## src/rtl/pwr_mgr_pkg.sv

```systemverilog
// constants shared by the switch power mode manager
package pwr_mgr_pkg;
  // register offsets
  localparam logic [7:0] OFF_POWER_MODE_CONTROL = 8'h0E;
  localparam logic [7:0] OFF_SLEEP_IDLE_TIMEOUT = 8'h0F;
  localparam logic [7:0] OFF_PORT_ONE_POWER = 8'h1D;
  localparam logic [7:0] OFF_PORT_TWO_POWER = 8'h2D;
  localparam logic [7:0] OFF_PORT_THREE_POWER = 8'h3D;
  // field positions
  localparam int MODE_LSB = 3;
  localparam int MODE_MSB = 4;
  localparam int PORT_PD_BIT = 3;
  localparam int PHY_CTL_PD_BIT = 11;
  // mode codes
  localparam logic [1:0] MODE_NORMAL = 2'h0;
  localparam logic [1:0] MODE_ENERGY = 2'h1;
  localparam logic [1:0] MODE_SOFT_PD = 2'h2;
  localparam logic [1:0] MODE_RESERVED = 2'h3;
  // reset values
  localparam logic [7:0] RST_POWER_MODE = 8'h00;
  localparam logic [7:0] RST_SLEEP_IDLE = 8'h50;
  localparam logic [7:0] RST_PORT_POWER = 8'h00;
  // timing
  localparam int CLK_HZ = 10_000_000;
  localparam int CLK_PERIOD_NS = 100;
  localparam int PULSE_WIDTH_NS = 120;
  localparam int PULSE_CYCLES = (PULSE_WIDTH_NS + CLK_PERIOD_NS - 1) / CLK_PERIOD_NS;
  localparam int PULSE_PERIOD_MS = 1000;
  localparam int PULSE_PERIOD_CYCLES = PULSE_PERIOD_MS * (CLK_HZ / 1000);
  localparam int SLEEP_UNIT_MS = 1;
  localparam int SLEEP_UNIT_CYCLES = SLEEP_UNIT_MS * (CLK_HZ / 1000);
  localparam int WAKE_DELAY_NS = 1000;
  localparam int WAKE_DELAY_CYCLES = (WAKE_DELAY_NS + CLK_PERIOD_NS - 1) / CLK_PERIOD_NS;
endpackage

```

## src/rtl/lpi_direction_ctl.sv

```systemverilog
// one port's transmit and receive low power idle control
`timescale 1ns/1ps
`default_nettype none
module lpi_direction_ctl #(
  parameter int WAKE_CYCLES = pwr_mgr_pkg::WAKE_DELAY_CYCLES
) (
  // clock and reset
  input wire logic clk_i,
  input wire logic rst_i,
  // control
  input wire logic eee_ok_i,
  input wire logic tx_lpi_req_i,
  input wire logic rx_lpi_ind_i,
  // outputs
  output logic tx_assert_lpi_o,
  output logic mac_tx_en_o,
  output logic tx_clk_gate_o,
  output logic rx_clk_gate_o
);
  initial begin
    if (WAKE_CYCLES < 1) $error("wake delay must be at least one cycle");
  end

  logic [15:0] wake_cnt_reg;
  logic lpi_req;

  // ************
  // tx direction
  // ************
  // no capability agreed means no request ever reaches the line
  assign lpi_req = tx_lpi_req_i & eee_ok_i;

  always_ff @(posedge clk_i or posedge rst_i) begin
    if (rst_i) begin
      tx_assert_lpi_o <= 1'b0;
    end else begin
      tx_assert_lpi_o <= lpi_req;
    end
  end

  // mac held off until the partner had time to wake, so no frame is cut
  always_ff @(posedge clk_i or posedge rst_i) begin
    if (rst_i) begin
      wake_cnt_reg <= 16'h0000;
      mac_tx_en_o <= 1'b1;
    end else if (lpi_req) begin
      wake_cnt_reg <= 16'(WAKE_CYCLES);
      mac_tx_en_o <= 1'b0;
    end else if (wake_cnt_reg != 16'h0000) begin
      wake_cnt_reg <= wake_cnt_reg - 16'h0001;
      mac_tx_en_o <= (wake_cnt_reg == 16'h0001);
    end else begin
      mac_tx_en_o <= 1'b1;
    end
  end

  // ************
  // clock gating
  // ************
  // each direction gated on its own state only
  always_ff @(posedge clk_i or posedge rst_i) begin
    if (rst_i) begin
      tx_clk_gate_o <= 1'b0;
      rx_clk_gate_o <= 1'b0;
    end else begin
      tx_clk_gate_o <= lpi_req;
      rx_clk_gate_o <= rx_lpi_ind_i & eee_ok_i;
    end
  end

  txblock_a: assert property (@(posedge clk_i) disable iff (rst_i)
    lpi_req |=> !mac_tx_en_o && tx_assert_lpi_o)
    else $error("mac not blocked during lpi");
  noeee_a: assert property (@(posedge clk_i) disable iff (rst_i)
    !eee_ok_i |=> !tx_assert_lpi_o)
    else $error("lpi asserted without capability");
endmodule
`default_nettype wire

```

## src/rtl/switch_power_mode_manager.sv

```systemverilog
// switch power mode manager: modes, sleep timer, port power-down, lpi
// What this block does
// - mode field decodes 00 normal, 01 energy detect, 10 soft down, 11 reserved
// - after power-up or hardware reset the mode field reads normal
// - host writes the mode field in normal mode to change mode
// - normal mode: clocks run, phys and macs powered, host access works
// - energy detect: no energy longer than go-sleep time enters low power
// - low power state keeps watching energy and wakes on energy
// - low power state disables all but the energy detector and the link pulse generator
// - energy detect mode emits link pulses once per second, 120 ns rounded up to two 100 ns cycles (200 ns)
// - cable traffic allowed only in the normal power state
// - soft power-down stops clocks and turns off all phys and macs
// - host access in soft power-down returns normal and resets registers
// - port power-down bit powers that phy down regardless of mode
// - phy control bit 11 also powers the port down
// - low power idle handled per direction independently
// - low power idle gates unused mac and switch clocks
// - lpi entry and exit keep link status and frames intact
// - lpi request sends assert encoding, blocks mac, re-enables after delay
// - lpi only when both ends advertised it
`timescale 1ns/1ps
`default_nettype none
module switch_power_mode_manager #(
  parameter int NUM_PORTS = 3,
  parameter int PULSE_PERIOD = pwr_mgr_pkg::PULSE_PERIOD_CYCLES,
  parameter int SLEEP_UNIT = pwr_mgr_pkg::SLEEP_UNIT_CYCLES
) (
  // clock and reset
  input wire logic CORE_CLK_I,
  input wire logic SYS_RST_I,
  // host register port
  input wire logic REG_WR_I,
  input wire logic REG_RD_I,
  input wire logic [7:0] REG_ADDR_I,
  input wire logic [7:0] REG_WDATA_I,
  output logic [7:0] REG_RDATA_O,
  output logic REG_READY_O,
  // cable side
  input wire logic [NUM_PORTS-1:0] CABLE_ENERGY_I,
  input wire logic [NUM_PORTS*16-1:0] PHY_BASIC_CONTROL_I,
  input wire logic [NUM_PORTS-1:0] EEE_OK_I,
  input wire logic [NUM_PORTS-1:0] TX_LPI_REQ_I,
  input wire logic [NUM_PORTS-1:0] RX_LPI_IND_I,
  // power controls
  output logic PLL_EN_O,
  output logic MAC_EN_O,
  output logic HOST_IF_EN_O,
  output logic INT_RST_O,
  output logic PACKET_EN_O,
  output logic LINK_PULSE_O,
  output logic [NUM_PORTS-1:0] PHY_PWR_EN_O,
  output logic [NUM_PORTS-1:0] PHY_RX_ED_EN_O,
  output logic [NUM_PORTS-1:0] TX_ASSERT_LPI_O,
  output logic [NUM_PORTS-1:0] MAC_TX_EN_O,
  output logic [NUM_PORTS-1:0] TX_CLK_GATE_O,
  output logic [NUM_PORTS-1:0] RX_CLK_GATE_O
);
  initial begin
    if (NUM_PORTS != 3) $error("register map serves exactly three ports");
    if (PULSE_PERIOD <= pwr_mgr_pkg::PULSE_CYCLES) $error("pulse period too short");
    if (SLEEP_UNIT < 1) $error("sleep unit must be positive");
  end

  typedef enum {ST_NORMAL, ST_ED_AWAKE, ST_ED_SLEEP, ST_SOFT_PD} pstate_t;

  pstate_t state_reg;
  logic [7:0] mode_ctl_reg;
  logic [7:0] sleep_idle_reg;
  logic [7:0] port_pwr_reg [NUM_PORTS];
  logic [1:0] mode_cur;
  logic [1:0] mode_wr;
  logic any_access;
  logic wr_ok;
  logic wake_rst;
  logic any_energy;
  logic [23:0] unit_cnt_reg;
  logic [7:0] idle_cnt_reg;
  logic [31:0] pulse_cnt_reg;
  logic [NUM_PORTS-1:0] port_pd;
  logic [NUM_PORTS-1:0] mac_tx_raw;

  assign mode_cur = mode_ctl_reg[pwr_mgr_pkg::MODE_MSB:pwr_mgr_pkg::MODE_LSB];
  assign mode_wr = REG_WDATA_I[pwr_mgr_pkg::MODE_MSB:pwr_mgr_pkg::MODE_LSB];
  assign any_access = REG_WR_I | REG_RD_I;
  assign any_energy = |CABLE_ENERGY_I;
  // host interface is off in low power states; writes there are dropped, and an access wakes only from soft power-down
  assign wr_ok = REG_WR_I & (state_reg == ST_NORMAL || state_reg == ST_ED_AWAKE);
  assign wake_rst = any_access & (state_reg == ST_SOFT_PD);

  // ************
  // registers
  // ************
  always_ff @(posedge CORE_CLK_I or posedge SYS_RST_I) begin
    if (SYS_RST_I) begin
      mode_ctl_reg <= pwr_mgr_pkg::RST_POWER_MODE;
      sleep_idle_reg <= pwr_mgr_pkg::RST_SLEEP_IDLE;
      for (int i = 0; i < NUM_PORTS; i++) begin
        port_pwr_reg[i] <= pwr_mgr_pkg::RST_PORT_POWER;
      end
    end else if (wake_rst) begin
      mode_ctl_reg <= pwr_mgr_pkg::RST_POWER_MODE;
      sleep_idle_reg <= pwr_mgr_pkg::RST_SLEEP_IDLE;
      for (int i = 0; i < NUM_PORTS; i++) begin
        port_pwr_reg[i] <= pwr_mgr_pkg::RST_PORT_POWER;
      end
    end else if (wr_ok) begin
      unique case (REG_ADDR_I)
        pwr_mgr_pkg::OFF_POWER_MODE_CONTROL: begin
          // reserved code keeps the old field, other bits still stored
          if (mode_wr == pwr_mgr_pkg::MODE_RESERVED) begin
            mode_ctl_reg <= {REG_WDATA_I[7:5], mode_cur, REG_WDATA_I[2:0]};
          end else begin
            mode_ctl_reg <= REG_WDATA_I;
          end
        end
        pwr_mgr_pkg::OFF_SLEEP_IDLE_TIMEOUT: sleep_idle_reg <= REG_WDATA_I;
        pwr_mgr_pkg::OFF_PORT_ONE_POWER: port_pwr_reg[0] <= REG_WDATA_I;
        pwr_mgr_pkg::OFF_PORT_TWO_POWER: port_pwr_reg[1] <= REG_WDATA_I;
        pwr_mgr_pkg::OFF_PORT_THREE_POWER: port_pwr_reg[2] <= REG_WDATA_I;
        default: ;
      endcase
    end
  end

  always_ff @(posedge CORE_CLK_I or posedge SYS_RST_I) begin
    if (SYS_RST_I) begin
      REG_RDATA_O <= 8'h00;
    end else if (REG_RD_I) begin
      unique case (REG_ADDR_I)
        pwr_mgr_pkg::OFF_POWER_MODE_CONTROL: REG_RDATA_O <= mode_ctl_reg;
        pwr_mgr_pkg::OFF_SLEEP_IDLE_TIMEOUT: REG_RDATA_O <= sleep_idle_reg;
        pwr_mgr_pkg::OFF_PORT_ONE_POWER: REG_RDATA_O <= port_pwr_reg[0];
        pwr_mgr_pkg::OFF_PORT_TWO_POWER: REG_RDATA_O <= port_pwr_reg[1];
        pwr_mgr_pkg::OFF_PORT_THREE_POWER: REG_RDATA_O <= port_pwr_reg[2];
        default: REG_RDATA_O <= 8'h00;
      endcase
    end
  end

  assign REG_READY_O = HOST_IF_EN_O;

  // ************
  // mode state machine
  // ************
  always_ff @(posedge CORE_CLK_I or posedge SYS_RST_I) begin
    if (SYS_RST_I) begin
      state_reg <= ST_NORMAL;
    end else begin
      unique case (state_reg)
        ST_NORMAL: begin
          if (mode_cur == pwr_mgr_pkg::MODE_ENERGY) state_reg <= ST_ED_AWAKE;
          else if (mode_cur == pwr_mgr_pkg::MODE_SOFT_PD) state_reg <= ST_SOFT_PD;
        end
        ST_ED_AWAKE: begin
          if (mode_cur != pwr_mgr_pkg::MODE_ENERGY) state_reg <= ST_NORMAL;
          else if (!any_energy && idle_cnt_reg > sleep_idle_reg) state_reg <= ST_ED_SLEEP;
        end
        ST_ED_SLEEP: begin
          if (any_energy) state_reg <= ST_ED_AWAKE;
        end
        ST_SOFT_PD: begin
          if (any_access) state_reg <= ST_NORMAL;
        end
      endcase
    end
  end

  // go-sleep timer counts idle units while no energy is seen
  always_ff @(posedge CORE_CLK_I or posedge SYS_RST_I) begin
    if (SYS_RST_I) begin
      unit_cnt_reg <= 24'h000000;
      idle_cnt_reg <= 8'h00;
    end else if (state_reg != ST_ED_AWAKE || any_energy) begin
      unit_cnt_reg <= 24'h000000;
      idle_cnt_reg <= 8'h00;
    end else if (unit_cnt_reg == 24'(SLEEP_UNIT - 1)) begin
      unit_cnt_reg <= 24'h000000;
      if (idle_cnt_reg != 8'hFF) idle_cnt_reg <= idle_cnt_reg + 8'h01;
    end else begin
      unit_cnt_reg <= unit_cnt_reg + 24'h000001;
    end
  end

  // link pulse generator: free period counter in energy detect mode
  always_ff @(posedge CORE_CLK_I or posedge SYS_RST_I) begin
    if (SYS_RST_I) begin
      pulse_cnt_reg <= 32'h00000000;
      LINK_PULSE_O <= 1'b0;
    end else if (state_reg != ST_ED_AWAKE && state_reg != ST_ED_SLEEP) begin
      pulse_cnt_reg <= 32'h00000000;
      LINK_PULSE_O <= 1'b0;
    end else begin
      if (pulse_cnt_reg == 32'(PULSE_PERIOD - 1)) pulse_cnt_reg <= 32'h00000000;
      else pulse_cnt_reg <= pulse_cnt_reg + 32'h00000001;
      LINK_PULSE_O <= (pulse_cnt_reg < 32'(pwr_mgr_pkg::PULSE_CYCLES));
    end
  end

  // ************
  // power outputs
  // ************
  always_ff @(posedge CORE_CLK_I or posedge SYS_RST_I) begin
    if (SYS_RST_I) begin
      PLL_EN_O <= 1'b1;
      MAC_EN_O <= 1'b1;
      HOST_IF_EN_O <= 1'b1;
      PACKET_EN_O <= 1'b1;
      INT_RST_O <= 1'b0;
    end else begin
      PLL_EN_O <= (state_reg == ST_NORMAL || state_reg == ST_ED_AWAKE);
      MAC_EN_O <= (state_reg == ST_NORMAL || state_reg == ST_ED_AWAKE);
      HOST_IF_EN_O <= (state_reg == ST_NORMAL || state_reg == ST_ED_AWAKE);
      PACKET_EN_O <= (state_reg == ST_NORMAL || state_reg == ST_ED_AWAKE);
      INT_RST_O <= wake_rst;
    end
  end

  genvar g;
  generate
    for (g = 0; g < NUM_PORTS; g++) begin : g_port
      assign port_pd[g] = port_pwr_reg[g][pwr_mgr_pkg::PORT_PD_BIT]
        | PHY_BASIC_CONTROL_I[g*16 + pwr_mgr_pkg::PHY_CTL_PD_BIT];

      always_ff @(posedge CORE_CLK_I or posedge SYS_RST_I) begin
        if (SYS_RST_I) begin
          PHY_PWR_EN_O[g] <= 1'b1;
          PHY_RX_ED_EN_O[g] <= 1'b1;
        end else begin
          PHY_PWR_EN_O[g] <= !port_pd[g] && (state_reg == ST_NORMAL
            || state_reg == ST_ED_AWAKE);
          PHY_RX_ED_EN_O[g] <= !port_pd[g] && state_reg != ST_SOFT_PD;
        end
      end

      lpi_direction_ctl lpi_direction_ctl_inst (
        .clk_i(CORE_CLK_I),
        .rst_i(SYS_RST_I),
        .eee_ok_i(EEE_OK_I[g]),
        .tx_lpi_req_i(TX_LPI_REQ_I[g]),
        .rx_lpi_ind_i(RX_LPI_IND_I[g]),
        .tx_assert_lpi_o(TX_ASSERT_LPI_O[g]),
        .mac_tx_en_o(mac_tx_raw[g]),
        .tx_clk_gate_o(TX_CLK_GATE_O[g]),
        .rx_clk_gate_o(RX_CLK_GATE_O[g])
      );
      // lpi never touches link status; mac just waits, frames held not dropped
      assign MAC_TX_EN_O[g] = mac_tx_raw[g];
    end
  endgenerate

  // ************
  // assertions
  // ************
  reserved_keep_a: assert property (@(posedge CORE_CLK_I) disable iff (SYS_RST_I)
    wr_ok && !wake_rst && REG_ADDR_I == pwr_mgr_pkg::OFF_POWER_MODE_CONTROL
    && mode_wr == pwr_mgr_pkg::MODE_RESERVED |=> $stable(mode_cur))
    else $error("reserved mode code changed mode");
  mode_decode_a: assert property (@(posedge CORE_CLK_I) disable iff (SYS_RST_I)
    state_reg == ST_NORMAL && mode_cur == pwr_mgr_pkg::MODE_SOFT_PD |=> state_reg == ST_SOFT_PD)
    else $error("soft power-down code not decoded");
  soft_off_a: assert property (@(posedge CORE_CLK_I) disable iff (SYS_RST_I)
    state_reg == ST_SOFT_PD && !any_access |=> !PLL_EN_O && !MAC_EN_O && PHY_PWR_EN_O == '0)
    else $error("clocks or phys on in soft power-down");
  wake_reset_a: assert property (@(posedge CORE_CLK_I) disable iff (SYS_RST_I)
    wake_rst |=> INT_RST_O && state_reg == ST_NORMAL
    && mode_ctl_reg == pwr_mgr_pkg::RST_POWER_MODE)
    else $error("host access did not wake and reset");
  sleep_wake_a: assert property (@(posedge CORE_CLK_I) disable iff (SYS_RST_I)
    state_reg == ST_ED_SLEEP && any_energy |=> state_reg == ST_ED_AWAKE ##1 PLL_EN_O)
    else $error("energy did not wake device");
  sleep_off_a: assert property (@(posedge CORE_CLK_I) disable iff (SYS_RST_I)
    state_reg == ST_ED_SLEEP |=> !PACKET_EN_O && !HOST_IF_EN_O)
    else $error("circuits alive in low power state");
  go_sleep_a: assert property (@(posedge CORE_CLK_I) disable iff (SYS_RST_I)
    state_reg == ST_ED_SLEEP && $past(state_reg) == ST_ED_AWAKE |->
    $past(idle_cnt_reg) > $past(sleep_idle_reg))
    else $error("slept before go-sleep time");
  pulse_width_a: assert property (@(posedge CORE_CLK_I) disable iff (SYS_RST_I)
    $rose(LINK_PULSE_O) && state_reg != ST_NORMAL |-> LINK_PULSE_O[*2] ##1 !LINK_PULSE_O)
    else $error("link pulse width wrong");
  port_pd_a: assert property (@(posedge CORE_CLK_I) disable iff (SYS_RST_I)
    port_pd[0] |=> !PHY_PWR_EN_O[0])
    else $error("port not powered down");

  sleep_c: cover property (@(posedge CORE_CLK_I) disable iff (SYS_RST_I)
    state_reg == ST_ED_AWAKE ##1 state_reg == ST_ED_SLEEP);
  softwake_c: cover property (@(posedge CORE_CLK_I) disable iff (SYS_RST_I) wake_rst);
  pulse_c: cover property (@(posedge CORE_CLK_I) disable iff (SYS_RST_I) $rose(LINK_PULSE_O));
  lpi_c: cover property (@(posedge CORE_CLK_I) disable iff (SYS_RST_I)
    TX_ASSERT_LPI_O[0] && !RX_CLK_GATE_O[0]);
endmodule
`default_nettype wire

```

## config.mk

```make
export PLATFORM = sky130hd
export DESIGN_NAME = switch_power_mode_manager
export DESIGN_NICKNAME = d
export VERILOG_FILES = /design/src/rtl/pwr_mgr_pkg.sv /design/src/rtl/lpi_direction_ctl.sv /design/src/rtl/switch_power_mode_manager.sv
export SDC_FILE = /design/constraint.sdc
export NUM_CORES = 1
export LEC_CHECK = 0
export ABC_AREA = 1
export BUFFER_PORTS_ARGS = -buffer_cell sky130_fd_sc_hd__buf_4
export CORE_UTILIZATION = 59
export DETAILED_ROUTE_END_ITERATION = 8
export PLACE_DENSITY = 0.8
export SLEW_MARGIN = 20
export SYNTH_ARGS = -nofsm -noshare
export SYNTH_HDL_FRONTEND = slang
export SYNTH_SLANG_ARGS = --single-unit
```

## constraint.sdc

```tcl
create_clock -name CORE_CLK_I -period 6 [get_ports CORE_CLK_I]
set_clock_uncertainty 0.2 [all_clocks]
set_input_delay 0.3 -clock CORE_CLK_I [delete_from_list [all_inputs] [get_ports CORE_CLK_I]]
set_output_delay 0.3 -clock CORE_CLK_I [all_outputs]
set_load 0.05 [all_outputs]
```

==> flow_summary.yaml, run 1 <==
layout:
  final_area_um2: 11500
  multi_input_area_um2: 4890
  seq_area_um2: 4520
  final_util_pct: 68.7
  fillerInstances: 1384
  diodes: 0
  largest_reg_flops: 48
  final_nets: 1492
  area_delta_synth_final_pct: 12.8
  drive_above_1_share_pct: 12.9
worst_setup_path:
  worst_ep_arrival_time_ps: 3040
  critPathLaunch: "state_reg[1]$_DFFE_PP0P_"
  critPathMaxFanout: 22
  timing.rr.start: "state_reg[1]$_DFFE_PP0P_"
  cpMaxStageDelayCell: "nand3_1"
  cpMostUsedCell: "nand3_1"
  start_kind: "flip-flop"
  slowest_delay_ps: 650
  path_cells: "inv_1 > ha_1 > nand3_1 > inv_1 > nand3_1 > nand3_1 > nand2_1"
  crit_required_ps: 6120
  path_class: "reg2reg"
  end_kind: "flip-flop"
grt:
  antenna_found_initial: 0
  grt_overflow: 0
  grt_max_degree: 123
  grt_util_all_layers_pct: 27.7
  grt_pass1_vias: 8373
  grt_pass1_wl_mm: 39.4
logic_synthesis:
  synth_area_um2: 10200
  synthFlopType: "dfrtp_1"
  synth-edff-count: 0
  ys_seq_area_share_pct: 44.4
  yosysTopAreaCell: "dfrtp_1"
  ys_async_sr_fraction_pct: 100
  synth_common_cells: "nand2_1, nor2_1, dfrtp_1"
  syn-num-nets: 1427
  synth.avg_cell_area_um2: 7.70
  yosys_warnings: 0
  ys_types: 43
  synth_most_common_cell: "nand2_1"
  yosys-top-cells-area: "dfrtp_1, nand2_1, nor2_1"
  synthDominantCellAreaShare_pct: 41.3
  synth-seq-cells: 180
  syn_inst: 1322
clocking:
  clockBufferDepth: 2
  cts.sinks: 180
  path_clk_slew_ps: 70
  clk_latency_ps: 430
  cts_made_buffers: 17
  postCtsSetupBuffers: 0
  htree_num_levels: 4
  cts-root-buf: "clkbuf_16"
  cts_tree: "built"
route:
  drc: 0
  drtIter0Drc: 795
  first_pass_iters: 6
  vias_per_cell: 5.46
  ant_nets: 0
  finalWirelength_mm: 23.3
  via_count: 8840
  routedWlPerCell_um: 14.4
placed_design:
  port_buffers: 67
  place.gp.congestion: 0.972
  placed_area_um2: 10700
  dp_hpwl_mm: 16.3
sta:
  slew_viol_final: 0
  rsz0062_at_grt: "no"
  tightest_slew_ps: 885
  fmax_mhz: 342
  min_period_over_period_pct: 48.7
  setup_viol: 0
  min_period_ps: 2920
  setup_tns_ps: 0
  max-slew-margin-rel_pct: 40.8
  hold_viol_final: 0
outcome:
  outcome: "complete, no violations"
floorplanning:
  fp.dieH_um: 133
  ios: 113
  initial_utilization_pct: 60.9
  num_rows: 47
  core_um2: 16700
  die_width_um: 133
  dieArea_um2: 17800
pwr:
  power_leakage_nw: 5.47
  powerDensity_nw_per_um2: 420
  ir_worst_vdd_mv: 0.252
run:
  maxCapViolCount: 0
min_path:
  hold_class: "in2reg"
  min_from: "REG_RD_I"
## cell usage in the layout, fill, tap and decap left out, types with 18 or more instances in the layout
master / n
xor2_1: 44
nor3_1: 69
o21ai_1: 19
nand3_1: 111
nand4_1: 22
ha_1: 25
nand2_1: 323
buf_4: 69
inv_1: 131
o21ai_2: 19
dfrtp_1: 168
nor2_1: 227
a21oi_1: 18
## stage by stage
stage               total power [mW]  cells  setup WS, ps  hold slack [ps]
floorplan                       3.22   1322           633              131
global placement                3.55   1576          3190              232
detailed placement              3.62   1576          3130              238
CTS                             4.82   1620          3110             7.22
global route                    5.15   1620          2800             39.0
finish                          4.82   1620          3080             25.8
## critical path: cells and delay by family, from the launching register on
family                   cells  cell delay (ps)
adder cells (fa/ha/maj)      1              230
buffers and inverters        2              690
flip-flops                   1              410
AND/OR/NAND/NOR              4             1280
## final cells by class
cell class                 instances  share of cell area, %
clock inverter                    13                   1.50
sequential                       180                   39.4
multi-input combinational        968                   42.6
tap                              220                   2.40
clock buffer                      19                   3.95
inverter                         139                   4.61
timing repair buffer              81                   5.56
## layer usage
layer	track usage, %	share of wire, %	up-vias
met1	38.0	45	4183
li1	-	-	4365
met2	45.0	49	261
met3	4.91	5.0	31
met5	0	0	-
met4	8.21	1.5	0
## worst paths after layout
path / endpoint / slack, ps / depth (start not counted)
worst min register to register: pulse_cnt_reg[0]$_DFF_PP0_ / 260 / 1
worst min-delay path: REG_RDATA_O[3]$_DFFE_PP0P_ / 30 / 3
worst max register to register: idle_cnt_reg[5]$_DFFE_PP0P_ / 3080 / 7
min in group asynchronous: unit_cnt_reg[16]$_DFF_PP0_ / 380 / 3
max in group asynchronous: pulse_cnt_reg[31]$_DFF_PP0_ / 3860 / 4
worst max-delay path: idle_cnt_reg[5]$_DFFE_PP0P_ / 3080 / 7
## cells by family (layout without fill, tap and decap cells)
family                     Yosys count  count (layout)  synth area share [%]
and+or+nand+nor                    806             806                  34.7
DFF                                180             180                  44.4
buffers and inverters              174             252                  7.52
AOI/OAI and AO/OA                   87              87                  5.98
xor gates and xnor gates            50              50                  4.30
adders and majority gates           25              25                  3.07
## power by group
group	leakage, nW	internal [mW]	switching (mW)
clock network	0.305	0.685	0.493
logic	2.80	0.618	1.23
registers	2.36	1.55	0.244
total	5.47	2.85	1.96
## timing repair
item / CTS / global route
hold endpoints to repair: 121 / 0
resized for setup: 0 / 0
endpoints found under the setup margin: 0 / 0
hold buffers: 12 / 0
No activity file was read; power rests on OpenSTA's default activity.
==> inputs of run 2 (changes only) <==
--- a/config.mk
+++ b/config.mk
@@ -5,11 +5,11 @@
 export SDC_FILE = /design/constraint.sdc
 export NUM_CORES = 1
 export LEC_CHECK = 0
-export ABC_AREA = 1
+export ABC_AREA = 0
 export BUFFER_PORTS_ARGS = -buffer_cell sky130_fd_sc_hd__buf_4
-export CORE_UTILIZATION = 59
+export CORE_UTILIZATION = 53
 export DETAILED_ROUTE_END_ITERATION = 8
-export PLACE_DENSITY = 0.8
+export PLACE_DENSITY = 0.77
 export SLEW_MARGIN = 20
 export SYNTH_ARGS = -nofsm -noshare
 export SYNTH_HDL_FRONTEND = slang
==> constraint.sdc (replaced) <==
create_clock -name CORE_CLK_I -period 2.5 [get_ports CORE_CLK_I]
set_clock_uncertainty 0.2 [all_clocks]
set_input_delay 0.125 -clock CORE_CLK_I [delete_from_list [all_inputs] [get_ports CORE_CLK_I]]
set_output_delay 0.125 -clock CORE_CLK_I [all_outputs]
set_load 0.05 [all_outputs]
==> run 2 against run 1 <==
Effect of this change:
- the flow now finishes with violations (negative setup slack)
- design area decreased by 3.0%
- flip-flop and latch count did not move
- setup slack worse by 3100 ps
- clock power rose by 120%
- sequential share of layout area rose by 1.2 points
- register-to-register slack got worse by 3100 ps
- clock-buffer cell count up 4
- via count down 17%
==> flow_summary.yaml, run 2 <==
outcome:
  outcome: "finished, violations left"
  violations: "negative setup slack"
pwr:
  power_leakage_nw: 5.01
  ir_worst_vdd_mv: 0.756
  powerDensity_nw_per_um2: 951
  p_total_mw: 10.6
route:
  ant_nets: 0
  vias_per_cell: 5.60
  drtIter0Drc: 525
  finalWirelength_mm: 19.8
  drc: 0
  routedWlPerCell_um: 15.1
  via_count: 7311
  first_pass_iters: 5
logic_synthesis:
  yosys-top-cells-area: "dfrtp_1, nor2_1, xnor2_1"
  synth-seq-cells: 180
  ys_types: 54
  synth-edff-count: 0
  yosys_warnings: 0
  synthDominantCellAreaShare_pct: 45.8
  synth_common_cells: "dfrtp_1, nor2_1, nand2_1"
  syn-num-nets: 1065
  yosysTopAreaCell: "dfrtp_1"
  syn_inst: 960
  synth_most_common_cell: "dfrtp_1"
  synth.avg_cell_area_um2: 9.57
  ys_async_sr_fraction_pct: 100
  synth_area_um2: 9190
  synthFlopType: "dfrtp_1"
  ys_seq_area_share_pct: 49.2
min_path:
  hold_class: "in2reg"
  min_to: "idle_cnt_reg[0]$_DFFE_PP0P_"
  hold_path_depth: 5
  min_from: "CABLE_ENERGY_I[0]"
clocking:
  cts-root-buf: "clkbuf_16"
  cts.sinks: 180
  clockBufferDepth: 2
  path_clk_slew_ps: 60
  htree_num_levels: 4
  cts_tree: "built"
  cts_made_buffers: 17
  clk_latency_ps: 430
sta:
  hold_viol_final: 0
  slew_viol_final: 0
  setup_viol: 5
  fmax_mhz: 389
  fin_ws_ps: -73.2
  tightest_slew_ps: 607
  min_period_ps: 2570
  max-slew-margin-rel_pct: 59.4
  rsz0062_at_grt: "yes"
  min_period_over_period_pct: 103
layout:
  drive_above_1_share_pct: 17.4
  most-common-layout-cells: "dfrtp_1, nor2_1, buf_4, nand2_1, nand3_1"
  diodes: 0
  largest_reg_flops: 48
  final_common_cell: "dfrtp_1"
  final_util_pct: 66.5
  area_delta_synth_final_pct: 21.2
  final_nets: 1179
  fillerInstances: 1304
floorplanning:
  num_rows: 47
  initial_utilization_pct: 54.8
  die_width_um: 134
  dieArea_um2: 17900
  ios: 113
  core_um2: 16800
  fp.dieH_um: 134
run:
  maxCapViolCount: 0
worst_setup_path:
  r2r_end: "idle_cnt_reg[7]$_DFFE_PP0P_"
  crit_required_ps: 2650
  start_kind: "flip-flop"
  reg2regPathDepth: 5
  timing.rr.start: "unit_cnt_reg[19]$_DFF_PP0_"
  r2r_slack_ps: -70
  worst_ep_arrival_time_ps: 2720
  critPathMaxFanout: 3
  end_kind: "flip-flop"
  path_class: "reg2reg"
grt:
  grt_overflow: 0
  antenna_found_initial: 0
  grt_pass1_vias: 7022
  grt_pass1_wl_mm: 33.4
  grt_max_degree: 97
  grt_util_all_layers_pct: 23.1
placed_design:
  place.gp.congestion: 0.812
  port_buffers: 67
  dp_hpwl_mm: 12.8
[run 2: changes by cell type after synthesis, moves of 36 or more]
| cell | before | now |
|---|---|---|
| inv_1 | 132 | 36 |
| nand2_1 | 323 | 81 |
| nand3_1 | 111 | 49 |
| nor2_1 | 227 | 133 |
| nor3_1 | 69 | 32 |
| xnor2_1 | 6 | 42 |
[run 2: area by class of cell]
cell class | count | area, µm² | area share [%]
Sequential cell | 180 | 4520 | 40.6
Multi-Input combinational cell | 687 | 4340 | 39.0
Timing Repair Buffer | 152 | 1280 | 11.5
Clock buffer | 23 | 478 | 4.29
Tap cell | 220 | 275 | 2.47
Inverter | 36 | 139 | 1.25
Clock inverter | 8 | 101 | 0.910
[run 2: stage by stage]
step,instances,area (µm²),hold WS [ps],worst slack (ps),TNS (ps)
after floorplan,960,9190,-43.6,-185,-21070
after global placement,1237,10100,54.5,-79.4,-208
after detailed placement,1237,10100,55.3,-108,-387
after CTS,1296,10900,0.449,-47.5,-133
after global routing,1306,11100,33.2,-158,-833
final,1306,11100,12.1,-73.2,-188
[run 2: how the worst max path moves through the flow]
stage / from / to / cells past startpoint
after detailed placement: unit_cnt_reg[19]$_DFF_PP0_ / idle_cnt_reg[3]$_DFFE_PP0P_ / 6
after global placement: unit_cnt_reg[19]$_DFF_PP0_ / idle_cnt_reg[3]$_DFFE_PP0P_ / 6
after CTS: unit_cnt_reg[19]$_DFF_PP0_ / idle_cnt_reg[7]$_DFFE_PP0P_ / 5
after floorplan: unit_cnt_reg[19]$_DFF_PP0_ / idle_cnt_reg[7]$_DFFE_PP0P_ / 6
after global routing: unit_cnt_reg[19]$_DFF_PP0_ / idle_cnt_reg[3]$_DFFE_PP0P_ / 6
final: unit_cnt_reg[19]$_DFF_PP0_ / idle_cnt_reg[7]$_DFFE_PP0P_ / 5
[run 2: cell families (layout without fill, tap and decap cells)]
group	Yosys count	count (layout)	synth area share, %
and+or+nand+nor	428	428	23.4
buffers and inverters	93	219	4.54
muxes	37	37	4.06
AOI/OAI and AO/OA	119	119	7.94
xor gates and xnor gates	78	78	7.44
adders and majority gates	25	25	3.41
DFF	180	180	49.2
[run 2: timing repair]
action,in CTS,in global routing
endpoints found under the setup margin,7,33
hold buffers,28,0
pin swaps,2,14
buffers inserted,0,9
cloned,0,1
endpoints found under the hold margin,233,0
gates resized for setup,4,26
[run 2: critical path, stage by stage (launching register included)]
cell	delay, ps
dfrtp_1	370
or4_1	520
or4_4	440
or3_4	360
or4_1	470
a21oi_1	150
[run 2: report_power, final]
part	internal (mW)	switching [mW]	total [mW]	leakage, nW
clock	1.54	1.08	2.63	0.275
sequential	3.44	0.451	3.89	2.41
combinational	1.80	2.27	4.07	2.32
[run 2: per-layer routing]
metal	vias up	global-route usage [%]	wire length (µm)	share of wire, %
met5	-	0	0	0
li1	3583	-	-	-
met4	0	8.33	342	1.7
met2	161	36.8	9300	47
met3	32	3.73	736	3.7
met1	3535	32.1	9410	48
